<file path="src/ppfs_cfg.svh">
`ifndef PPFS_CFG_SVH
`define PPFS_CFG_SVH
`define PPFS_NPIN 7
`define PPFS_NSLOT 18
`define PPFS_IDX_W 5
`define PPFS_SEL_W 6
`define PPFS_AW 5
`define PPFS_DW 32
`define PPFS_OFS_P00 5'h00
`define PPFS_OFS_P01 5'h04
`define PPFS_OFS_P02 5'h08
`define PPFS_OFS_P11 5'h0c
`define PPFS_OFS_P14 5'h10
`define PPFS_OFS_P15 5'h14
`define PPFS_OFS_P17 5'h18
`define PPFS_OFS_STAT 5'h1c
`define PPFS_SEL_RESET 6'h00
`define PPFS_HIZ_CODE 6'h00
`define PPFS_CODE_SLAVE 6'h27
`define PPFS_CODE_TSYNC 6'h11
`define PPFS_PIN_P11 3'h3
`define PPFS_STAT_SLAVE_BIT 8
`define PPFS_STAT_TSYNC_BIT 9
`endif

</file>
<file path="src/ppfs_pkg.sv">
`include "ppfs_cfg.svh"
package ppfs_pkg;
	// Drive from the peripherals, one slot per listed function of a pin
	typedef struct packed {
		logic [`PPFS_NSLOT-1:0] out;
		logic [`PPFS_NSLOT-1:0] oe;
	} ppfs_drive_type;
	typedef struct packed {
		logic hit;
		logic [`PPFS_IDX_W-1:0] idx;
	} ppfs_slot_type;
	typedef logic [`PPFS_SEL_W-1:0] ppfs_code_type;
	// Slot k of pin p answers to code ppfs_code_tab[p][k]; zero entries are padding
	localparam ppfs_code_type PPFS_CODE_TAB [`PPFS_NPIN][`PPFS_NSLOT] = '{
		'{6'h05, 6'h0a, 6'h17, 6'h1b, 6'h27, 6'h00, 6'h00, 6'h00, 6'h00,
			6'h00, 6'h00, 6'h00, 6'h00, 6'h00, 6'h00, 6'h00, 6'h00, 6'h00},
		'{6'h05, 6'h0a, 6'h17, 6'h1b, 6'h27, 6'h00, 6'h00, 6'h00, 6'h00,
			6'h00, 6'h00, 6'h00, 6'h00, 6'h00, 6'h00, 6'h00, 6'h00, 6'h00},
		'{6'h05, 6'h0a, 6'h17, 6'h27, 6'h00, 6'h00, 6'h00, 6'h00, 6'h00,
			6'h00, 6'h00, 6'h00, 6'h00, 6'h00, 6'h00, 6'h00, 6'h00, 6'h00},
		'{6'h01, 6'h05, 6'h0a, 6'h11, 6'h25, 6'h27, 6'h00, 6'h00, 6'h00,
			6'h00, 6'h00, 6'h00, 6'h00, 6'h00, 6'h00, 6'h00, 6'h00, 6'h00},
		'{6'h01, 6'h02, 6'h03, 6'h04, 6'h05, 6'h06, 6'h0b, 6'h10, 6'h12,
			6'h1e, 6'h25, 6'h00, 6'h00, 6'h00, 6'h00, 6'h00, 6'h00, 6'h00},
		'{6'h01, 6'h02, 6'h03, 6'h04, 6'h05, 6'h06, 6'h0a, 6'h0b, 6'h10,
			6'h17, 6'h1c, 6'h1e, 6'h27, 6'h00, 6'h00, 6'h00, 6'h00, 6'h00},
		'{6'h01, 6'h02, 6'h03, 6'h04, 6'h05, 6'h06, 6'h07, 6'h08, 6'h09,
			6'h0a, 6'h0b, 6'h0f, 6'h11, 6'h17, 6'h1a, 6'h1c, 6'h1e, 6'h27}
	};
endpackage

</file>
<file path="src/ppfs_top.sv">
`timescale 1ns/10ps
`include "ppfs_cfg.svh"
module ppfs_top
	import ppfs_pkg::*;
#(
	parameter bit HAS_SLAVE_CTRL = 1'b1,
	parameter bit HAS_TIMESYNC = 1'b1
) (
	input wire logic CLK, // 200 MHz peripheral bus clock
	input wire logic NRST, // Asynchronous system reset
	input wire logic CE, // Clock enable, freezes all state when low
	input wire logic [`PPFS_AW-1:0] AVS_ADDRESS, // Byte address
	input wire logic AVS_READ, // Read request
	input wire logic AVS_WRITE, // Write request
	input wire logic [`PPFS_DW-1:0] AVS_WRITEDATA, // Write data
	input wire logic [3:0] AVS_BYTEENABLE, // Byte lanes
	output logic [`PPFS_DW-1:0] AVS_READDATA, // Read data
	output logic AVS_WAITREQUEST, // Stall until answer
	input wire logic [`PPFS_NPIN-1:0] PIN_IN, // Pin levels from the pads
	output wire [`PPFS_NPIN-1:0] PIN_OUT, // Pin output levels
	output wire [`PPFS_NPIN-1:0] PIN_OE, // Pin output enables
	input wire ppfs_drive_type PERIPH_DRV [`PPFS_NPIN], // Peripheral drive per slot
	output wire [`PPFS_NSLOT-1:0] PERIPH_IN [`PPFS_NPIN] // Pin level to selected slot
);
	ppfs_code_type func_r [`PPFS_NPIN];
	logic wait_r;
	logic [`PPFS_DW-1:0] rdata_r;
	wire [`PPFS_NPIN-1:0] active;
	logic bus_req;
	logic wr_take;

	// Unlisted codes find no slot and leave the pin undriven
	function automatic ppfs_slot_type slot_of(input int pin, input ppfs_code_type code);
		ppfs_slot_type s;
		s = '0;
		for (int k = 0; k < `PPFS_NSLOT; k++) begin
			if (code != `PPFS_HIZ_CODE && PPFS_CODE_TAB[pin][k] == code) begin
				s.hit = 1'b1;
				s.idx = `PPFS_IDX_W'(k);
			end
		end
		if (code == `PPFS_CODE_SLAVE && !HAS_SLAVE_CTRL) begin
			s.hit = 1'b0;
		end
		if (pin == int'(`PPFS_PIN_P11) && code == `PPFS_CODE_TSYNC && !HAS_TIMESYNC) begin
			s.hit = 1'b0;
		end
		return s;
	endfunction

	function automatic logic [`PPFS_DW-1:0] read_word(input logic [`PPFS_AW-1:0] a);
		logic [`PPFS_DW-1:0] w;
		w = '0;
		unique case (a)
			`PPFS_OFS_P00: w[`PPFS_SEL_W-1:0] = func_r[0];
			`PPFS_OFS_P01: w[`PPFS_SEL_W-1:0] = func_r[1];
			`PPFS_OFS_P02: w[`PPFS_SEL_W-1:0] = func_r[2];
			`PPFS_OFS_P11: w[`PPFS_SEL_W-1:0] = func_r[3];
			`PPFS_OFS_P14: w[`PPFS_SEL_W-1:0] = func_r[4];
			`PPFS_OFS_P15: w[`PPFS_SEL_W-1:0] = func_r[5];
			`PPFS_OFS_P17: w[`PPFS_SEL_W-1:0] = func_r[6];
			`PPFS_OFS_STAT: begin
				w[`PPFS_NPIN-1:0] = active;
				w[`PPFS_STAT_SLAVE_BIT] = HAS_SLAVE_CTRL;
				w[`PPFS_STAT_TSYNC_BIT] = HAS_TIMESYNC;
			end
			default: w = '0;
		endcase
		return w;
	endfunction

	assign bus_req = AVS_READ || AVS_WRITE;
	assign wr_take = AVS_WRITE && !wait_r && AVS_BYTEENABLE[0];

	// One wait state: answer in the cycle after the request is seen
	always_ff @(posedge CLK or negedge NRST) begin
		if (!NRST) begin
			wait_r <= 1'b1;
		end else if (CE) begin
			wait_r <= !(bus_req && wait_r);
		end
	end

	always_ff @(posedge CLK or negedge NRST) begin
		if (!NRST) begin
			rdata_r <= '0;
		end else if (CE && AVS_READ && wait_r) begin
			rdata_r <= read_word(AVS_ADDRESS);
		end
	end

	// Only byte lane 0 carries the select field; other lanes read zero
	always_ff @(posedge CLK or negedge NRST) begin
		if (!NRST) begin
			for (int i = 0; i < `PPFS_NPIN; i++) begin
				func_r[i] <= `PPFS_SEL_RESET;
			end
		end else if (CE && wr_take) begin
			unique case (AVS_ADDRESS)
				`PPFS_OFS_P00: func_r[0] <= AVS_WRITEDATA[`PPFS_SEL_W-1:0];
				`PPFS_OFS_P01: func_r[1] <= AVS_WRITEDATA[`PPFS_SEL_W-1:0];
				`PPFS_OFS_P02: func_r[2] <= AVS_WRITEDATA[`PPFS_SEL_W-1:0];
				`PPFS_OFS_P11: func_r[3] <= AVS_WRITEDATA[`PPFS_SEL_W-1:0];
				`PPFS_OFS_P14: func_r[4] <= AVS_WRITEDATA[`PPFS_SEL_W-1:0];
				`PPFS_OFS_P15: func_r[5] <= AVS_WRITEDATA[`PPFS_SEL_W-1:0];
				`PPFS_OFS_P17: func_r[6] <= AVS_WRITEDATA[`PPFS_SEL_W-1:0];
				default: ;
			endcase
		end
	end

	assign AVS_WAITREQUEST = wait_r;
	assign AVS_READDATA = rdata_r;

	for (genvar p = 0; p < `PPFS_NPIN; p++) begin : g_pin
		logic [1:0] sync_r;
		logic out_r;
		logic oe_r;
		logic [`PPFS_NSLOT-1:0] in_r;
		ppfs_slot_type sel;

		assign sel = slot_of(p, func_r[p]);
		assign active[p] = sel.hit;

		always_ff @(posedge CLK or negedge NRST) begin
			if (!NRST) begin
				sync_r <= 2'h0;
			end else if (CE) begin
				sync_r <= {sync_r[0], PIN_IN[p]};
			end
		end

		// Registered mux adds a cycle but keeps every pad signal glitch free
		always_ff @(posedge CLK or negedge NRST) begin
			if (!NRST) begin
				out_r <= 1'b0;
				oe_r <= 1'b0;
			end else if (CE) begin
				out_r <= sel.hit && PERIPH_DRV[p].out[sel.idx];
				oe_r <= sel.hit && PERIPH_DRV[p].oe[sel.idx];
			end
		end

		// Unselected peripheral inputs see a quiet low
		always_ff @(posedge CLK or negedge NRST) begin
			if (!NRST) begin
				in_r <= '0;
			end else if (CE) begin
				in_r <= '0;
				if (sel.hit) begin
					in_r[sel.idx] <= sync_r[1];
				end
			end
		end

		assign PIN_OUT[p] = out_r;
		assign PIN_OE[p] = oe_r;
		assign PERIPH_IN[p] = in_r;
	end
endmodule

</file>
<file path="config.mk">
export PLATFORM = sky130hd
export DESIGN_NAME = ppfs_top
export DESIGN_NICKNAME = d
export VERILOG_FILES = /design/src/ppfs_pkg.sv /design/src/ppfs_top.sv
export VERILOG_INCLUDE_DIRS = /design/src /design/src/src
export SDC_FILE = /design/constraint.sdc
export NUM_CORES = 1
export LEC_CHECK = 0
export BUFFER_PORTS_ARGS = -buffer_cell sky130_fd_sc_hd__buf_2
export CORE_AREA = 4 4 184 186
export DETAILED_ROUTE_END_ITERATION = 10
export DIE_AREA = 0 0 188 190
export GPL_ROUTABILITY_DRIVEN = 0
export HOLD_SLACK_MARGIN = 0.08
export PLACE_DENSITY = 0.69
export SYNTH_ARGS = -nofsm -noshare
export SYNTH_HDL_FRONTEND = slang
export SYNTH_SLANG_ARGS = --single-unit
</file>
<file path="constraint.sdc">
create_clock -name CLK -period 2.2 [get_ports CLK]
set_input_delay 0.11 -clock CLK [delete_from_list [all_inputs] [get_ports CLK]]
set_output_delay 0.11 -clock CLK [all_outputs]
set_load 0.01 [all_outputs]
</file>
=== Word-level counts from Yosys, hierarchy flattened ===
Index checks and enable logic that the tools add are counted.

* Flip-flop bits (word level): 206
* Output and inout bits: 173
* Input bits: 305
* Logic and storage cells: 366

* Bitwise operators: 7
* Magnitude comparators: 14
* Equality and inequality tests: 69
* Reductions and logical operators: 119
* Muxes and demuxes: 120

{| class="wikitable"
|+ Operators by type and width
! operator !! count
|-
| $mux 6 || 68
|-
| $and 18x18->18 || 7
|-
| $mux 18 || 7
|-
| $eq 5x6->1 const A || 18
|-
| $logic_and 1x1->1 || 95
|-
| $eq 3x6->1 const A || 14
|-
| $eq 4x6->1 const A || 12
|-
| $bmux 1 s5 || 14
|-
| $eq 6x6->1 const A || 8
|-
| $pmux 6 s8 || 1
|-
| $lt 5x6->1 const B || 7
|-
| $reduce_bool 6->1 || 7
|-
| $eq 2x6->1 const A || 6
|-
| $logic_not 6->1 || 6
|-
| $demux 1 s5 || 7
|-
| $ge 5x1->1 const B || 7
|-
| $eq 1x6->1 const A || 4
|-
| $mux 1 || 22
|-
| $eq 5x5->1 const B || 4
|-
| $reduce_and 2->1 || 7
|-
| $eq 5x4->1 const B || 2
|-
| $eq 5x3->1 const B || 1
|-
| $logic_not 5->1 || 1
|-
| $logic_not 1->1 || 2
|-
| 2 further kinds || 2
|}

=== Longest topological paths before layout ===
* Depth after elaboration: 26
* Gate-level depth with buffers: 10
* Gate-level depth less buffers: 7

=== Worst setup path after synthesis ===
OpenSTA, ideal clock, no wires.

* Path type: reg2reg
* Start point: reg func_r[8] in the netlist's numbering
* End point: reg g_pin[5].out_r
* Library setup time: 0.121 ns
* Data required time: 2.079 ns
* Stages on the path, launching flop included: 9
* Data arrival time: 1.964 ns
* Setup slack: 0.115 ns
* Buffers on the path: 1
* Period minus slack after synthesis: 2.085 ns
* Cells stage by stage: dfrtp_1 > nand4bb_4 > o21a_1 > a221oi_4 > buf_6 > mux2_2 > o21ai_0 > o32ai_1 > a22o_1

* Word-level cells in the longest chain between the ends: 18
* Elaborated cells on any way between the ends: 46
* Classes of those cells: eq/ne: 13; mux: 16; reduce/logical: 17

{| class="wikitable"
|+ RTL lines
! item !! RTL line !! RTL
|-
| start, declared || ppfs_top.sv:25 || <nowiki>ppfs_code_type func_r [`PPFS_NPIN];</nowiki>
|-
| start signal, assigned by index || ppfs_top.sv:96 || <nowiki>func_r[i] <= `PPFS_SEL_RESET;</nowiki>
|-
| $eq 2x6->1 or $reduce_bool 6->1 (tied branches) || - ||
|-
| $logic_and 1x1->1 || ppfs_top.sv:37 || <nowiki>if (code != `PPFS_HIZ_CODE && PPFS_CODE_TAB[pin][k] == code) begin</nowiki>
|-
| $mux 6 (12 in series) || ppfs_top.sv:37 ||
|-
| $mux 6 * || ppfs_top.sv:37 ||
|-
| $bmux 1 s5 || ppfs_top.sv:139 || <nowiki>out_r <= sel.hit && PERIPH_DRV[p].out[sel.idx];</nowiki>
|-
| $mux 1 (not written as such) || ppfs_top.sv:139 ||
|-
| $logic_and 1x1->1 * || ppfs_top.sv:139 ||
|-
| end signal, assigned || ppfs_top.sv:139 ||
|-
| end, declared || ppfs_top.sv:117 || <nowiki>logic out_r;</nowiki>
|}

Every way passes the cells marked *; elsewhere a longest branch is shown, timed or not. The select of a mux whose other input is x is not followed.
A chain may end at the register's enable or synchronous reset.

=== Worst setup path after layout ===
* Start point: reg func_r[4] in the netlist's numbering
* End point: reg g_pin[6].out_r

* Word-level cells in the longest chain between the ends: 22
* Elaborated cells on any way between the ends: 58
* Classes of those cells: eq/ne: 18; mux: 20; reduce/logical: 20

{| class="wikitable"
|+ RTL lines
! item !! RTL line
|-
| $eq 2x6->1 or $reduce_bool 6->1 (tied branches) || -
|-
| $logic_and 1x1->1 || ppfs_top.sv:37
|-
| $mux 6 (16 in series) || ppfs_top.sv:37
|-
| $mux 6 * || ppfs_top.sv:37
|-
| $bmux 1 s5 || ppfs_top.sv:139
|-
| $mux 1 (not written as such) || ppfs_top.sv:139
|-
| $logic_and 1x1->1 * || ppfs_top.sv:139
|-
| end signal, assigned || ppfs_top.sv:139
|-
| end, declared || ppfs_top.sv:117
|}

Marks and branches as above.

==> flow_metrics.env <==
export IMPL_status="complete, but fails checks"
export IMPL_violations="setup timing"
export IMPL_wl_per_cell_um=17.1
export IMPL_placementRows=66
export IMPL_ios=478
export IMPL_critPathBufInv=2
export IMPL_synth_area_mm2=0.0101
export IMPL_synthCells=1048
export IMPL_arrival_ps=2550
export IMPL_crit_fanout=8
export IMPL_worstSetupEndpointType="flip-flop"
export IMPL_grt_pass1_vias=9112
export IMPL_grt_use_total=0.168
export IMPL_portBuffers=255
export IMPL_reg2regPathDepth=9
export IMPL_ys_async_sr_fraction=1.00
export IMPL_dpl_cell_area_mm2=0.0122
export IMPL_routed_wl_mm=31.7
export IMPL_crit_path_end="g_pin[6].out_r$_DFFE_PN0P_"
export IMPL_startpoint="func_r[4]$_DFFE_PN0P_"
export IMPL_clkLatencyLatePin_ps=440
export IMPL_yosysWarningCount=0
export IMPL_cts_num_sinks=157
export IMPL_hpwlAfterDp_mm=23.9
export IMPL_synthTopCellsByArea="dfrtp_1, buf_4, mux2_2"
export IMPL_p_per_area_mw_per_mm2=563
export IMPL_synth_most_common_cell="dfrtp_1"
export IMPL_timing_rr_end="g_pin[6].out_r$_DFFE_PN0P_"
export IMPL_num_vias=9438
export IMPL_fin_crit_sh=1.01
export IMPL_layout_setup_ws_ps=-12.0
export IMPL_synth_seq_cells=157
export IMPL_antennaDiodeCount=0
export IMPL_viasPerCell=5.09
export IMPL_nNetsFinal=1703
export IMPL_drv_slew=0
export IMPL_synth_ff_type="dfrtp_1"
export IMPL_crit_slowest_cell="dfrtp_2"
export IMPL_crit_path_max_incr_delay_ps=490
export IMPL_slew_headroom=0.581
export IMPL_drtIter0Drc=601
export IMPL_start_kind="flip-flop"
export IMPL_instances_no_fill=1853
export IMPL_grt_pass1_wl_mm=48.9
export IMPL_dr_pass1_iters=5
export IMPL_placedCellCount=1788
export IMPL_die_area_mm2=0.0357
export IMPL_tightest_slew_ps=627
export IMPL_antenna_found_initial=2
export IMPL_cts_tree="built"
export IMPL_clkTransAtPathRegs_ps=80
export IMPL_yosys_area_top_type="dfrtp_1"
export IMPL_required_ps=2530
export IMPL_leakagePower_uw=0.00648
export IMPL_h_tree_depth=4
export IMPL_clockBufferDepth=2
export IMPL_setup_viol=1
export IMPL_timing_rr_start="func_r[4]$_DFFE_PN0P_"
export IMPL_hold_viol_final=0
export IMPL_fin_area_mm2=0.0134
export IMPL_synth_distinct_cells=94
export IMPL_overflow=0
export IMPL_core_mm2=0.0323
export IMPL_cts_root_buf="clkbuf_16"
export IMPL_drc=0
export IMPL_crit_cells=9
export IMPL_critPathKind="reg2reg"
export IMPL_yosys_area_top_type_share=0.387
export IMPL_hold_path_class="in2reg"
export IMPL_max_cap_violations=0
export IMPL_die_w_um=188
export IMPL_syn_area_per_cell_um2=9.63
export IMPL_yosys_top_cells_count="dfrtp_1, buf_4, nand2_1, o21ai_0, mux2_2"
export IMPL_cts_buffers=17
export IMPL_synth_seq_area_share=0.389
export IMPL_grt_setup_unrepaired="yes"
export IMPL_r2r_slack_ps=-10
export IMPL_cp_cell_sequence="buf_12 > xnor2_1 > buf_4 > a21o_1 > a22oi_2 > a311oi_1 > o31ai_1 > and3b_1 > o41ai_2"
export IMPL_drive_above_1_share=0.399
export IMPL_max_freq_mhz=452
export IMPL_area_growth_pct=33.0
export IMPL_grt_max_degree=63
export IMPL_finalCriticalPeriod_ps=2210
export IMPL_synth_edf_count=0
export IMPL_final_antenna_net_count=0
export IMPL_initial_core_util=0.313
export IMPL_cp_top_family="compound AO/OA/AOI/OAI gates"
export IMPL_worst_clock_skew_ps=14.7
export IMPL_die_h_um=190
export IMPL_max_vdd_ir_drop_mv=0.521
-- registers in the layout, summed over array words and instances, names as in the netlist --
signal,count
g_pin.in_r,78
func_r,42
g_pin.sync_r,14
AVS_READDATA,8
g_pin.oe_r,7
g_pin.out_r,7
AVS_WAITREQUEST,1
-- per-stage QoR --
step           total power (µW)  worst slack, ps  TNS [ps]   util  hold slack (ps)
2_1_floorplan              3920              115         0      -             -186
3_3_place_gp               4400             -111      -634  0.379             91.3
3_5_place_dp               4430             -167     -1850  0.379             88.8
4_1_cts                    7590             1.37         0  0.408             89.0
5_1_grt                    7910            -99.8      -255  0.416              119
6_report                   7560            -12.0     -12.0  0.416              105
-- cell type report --
| type | count | area (µm²) |
|---|---|---|
| timing repair buffer | 417 | 2670 |
| tap | 442 | 553 |
| multi-input combinational | 779 | 5570 |
| inverter | 26 | 97.6 |
| sequential | 157 | 3940 |
| clock inverter | 14 | 170 |
| clock buffer | 18 | 429 |
| fill | 3109 | 18900 |
-- how the worst min path moves through the flow --
stage	startpoint	end	slack, ps	cells past startpoint
finish	PERIPH_DRV[126]	g_pin[3].out_r$_DFFE_PN0P_	100	4
detailed placement	NRST	g_pin[4].in_r[15]$_DFFE_PN0P_	90	1
CTS	PERIPH_DRV[126]	g_pin[3].out_r$_DFFE_PN0P_	90	4
global placement	NRST	g_pin[5].in_r[13]$_DFFE_PN0P_	90	1
global route	PERIPH_DRV[147]	g_pin[2].oe_r$_DFFE_PN0P_	120	4
floorplan	NRST	AVS_READDATA[0]$_DFFE_PN0P_	-190	0
-- cells in the final DEF, fill, tap and decap left out, types with 10 or more instances in the layout --
cell type,n
o2bb2ai_1,51
o21ai_0,56
buf_2,255
a21o_1,11
clkbuf_16,17
mux2i_1,24
mux2_2,55
nand3_1,26
nor3b_1,12
nor3_1,19
nor2b_1,30
a31oi_1,11
a22oi_1,11
nand2_1,70
nand2b_1,27
buf_4,125
a21oi_1,26
inv_1,23
nor2_1,48
dlygate4sd3_1,23
nand3b_1,10
dfrtp_1,147
conb_1,71
-- report_power, final --
group | internal [µW] | switching (µW) | total [µW]
combinational | 648 | 757 | 1400
sequential | 2980 | 113 | 3090
clock | 1630 | 1430 | 3060
-- routing by layer --
| metal | GRT usage | routed length [µm] | part of all wire |
|---|---|---|---|
| met2 | 0.275 | 14700 | 0.46 |
| met4 | 0.0367 | 414 | 0.013 |
| met5 | 0 | 27 | 0.00085 |
| met3 | 0.0426 | 2420 | 0.076 |
| met1 | 0.227 | 14200 | 0.45 |
-- worst register-to-register path, stage by stage, from the launching register on --
cell and delay [ps]:
dfrtp_2 490, buf_12 170, xnor2_1 230, buf_4 150
a21o_1 140, a22oi_2 130, a311oi_1 280, o31ai_1 100
and3b_1 220, o41ai_2 200
-- timing repair --
| action | CTS | global route |
|---|---|---|
| hold buffers | 23 | 0 |
| setup buffers | 1 | 8 |
| cloned | 0 | 1 |
| setup endpoints to repair | 28 | 43 |
| resized for setup | 18 | 54 |
| endpoints found under the hold margin | 142 | 0 |
| pin swaps | 3 | 13 |
-- logic make-up after synthesis --
group,Yosys count,synth area share
and+or+nand+nor,319,0.177
AOI/OAI and AO/OA,294,0.219
buffers and inverters,182,0.108
DFF,157,0.389
muxes,85,0.0985
xor gates and xnor gates,10,0.00867
other,1,0.000371
(Power assumes the default switching activity.)
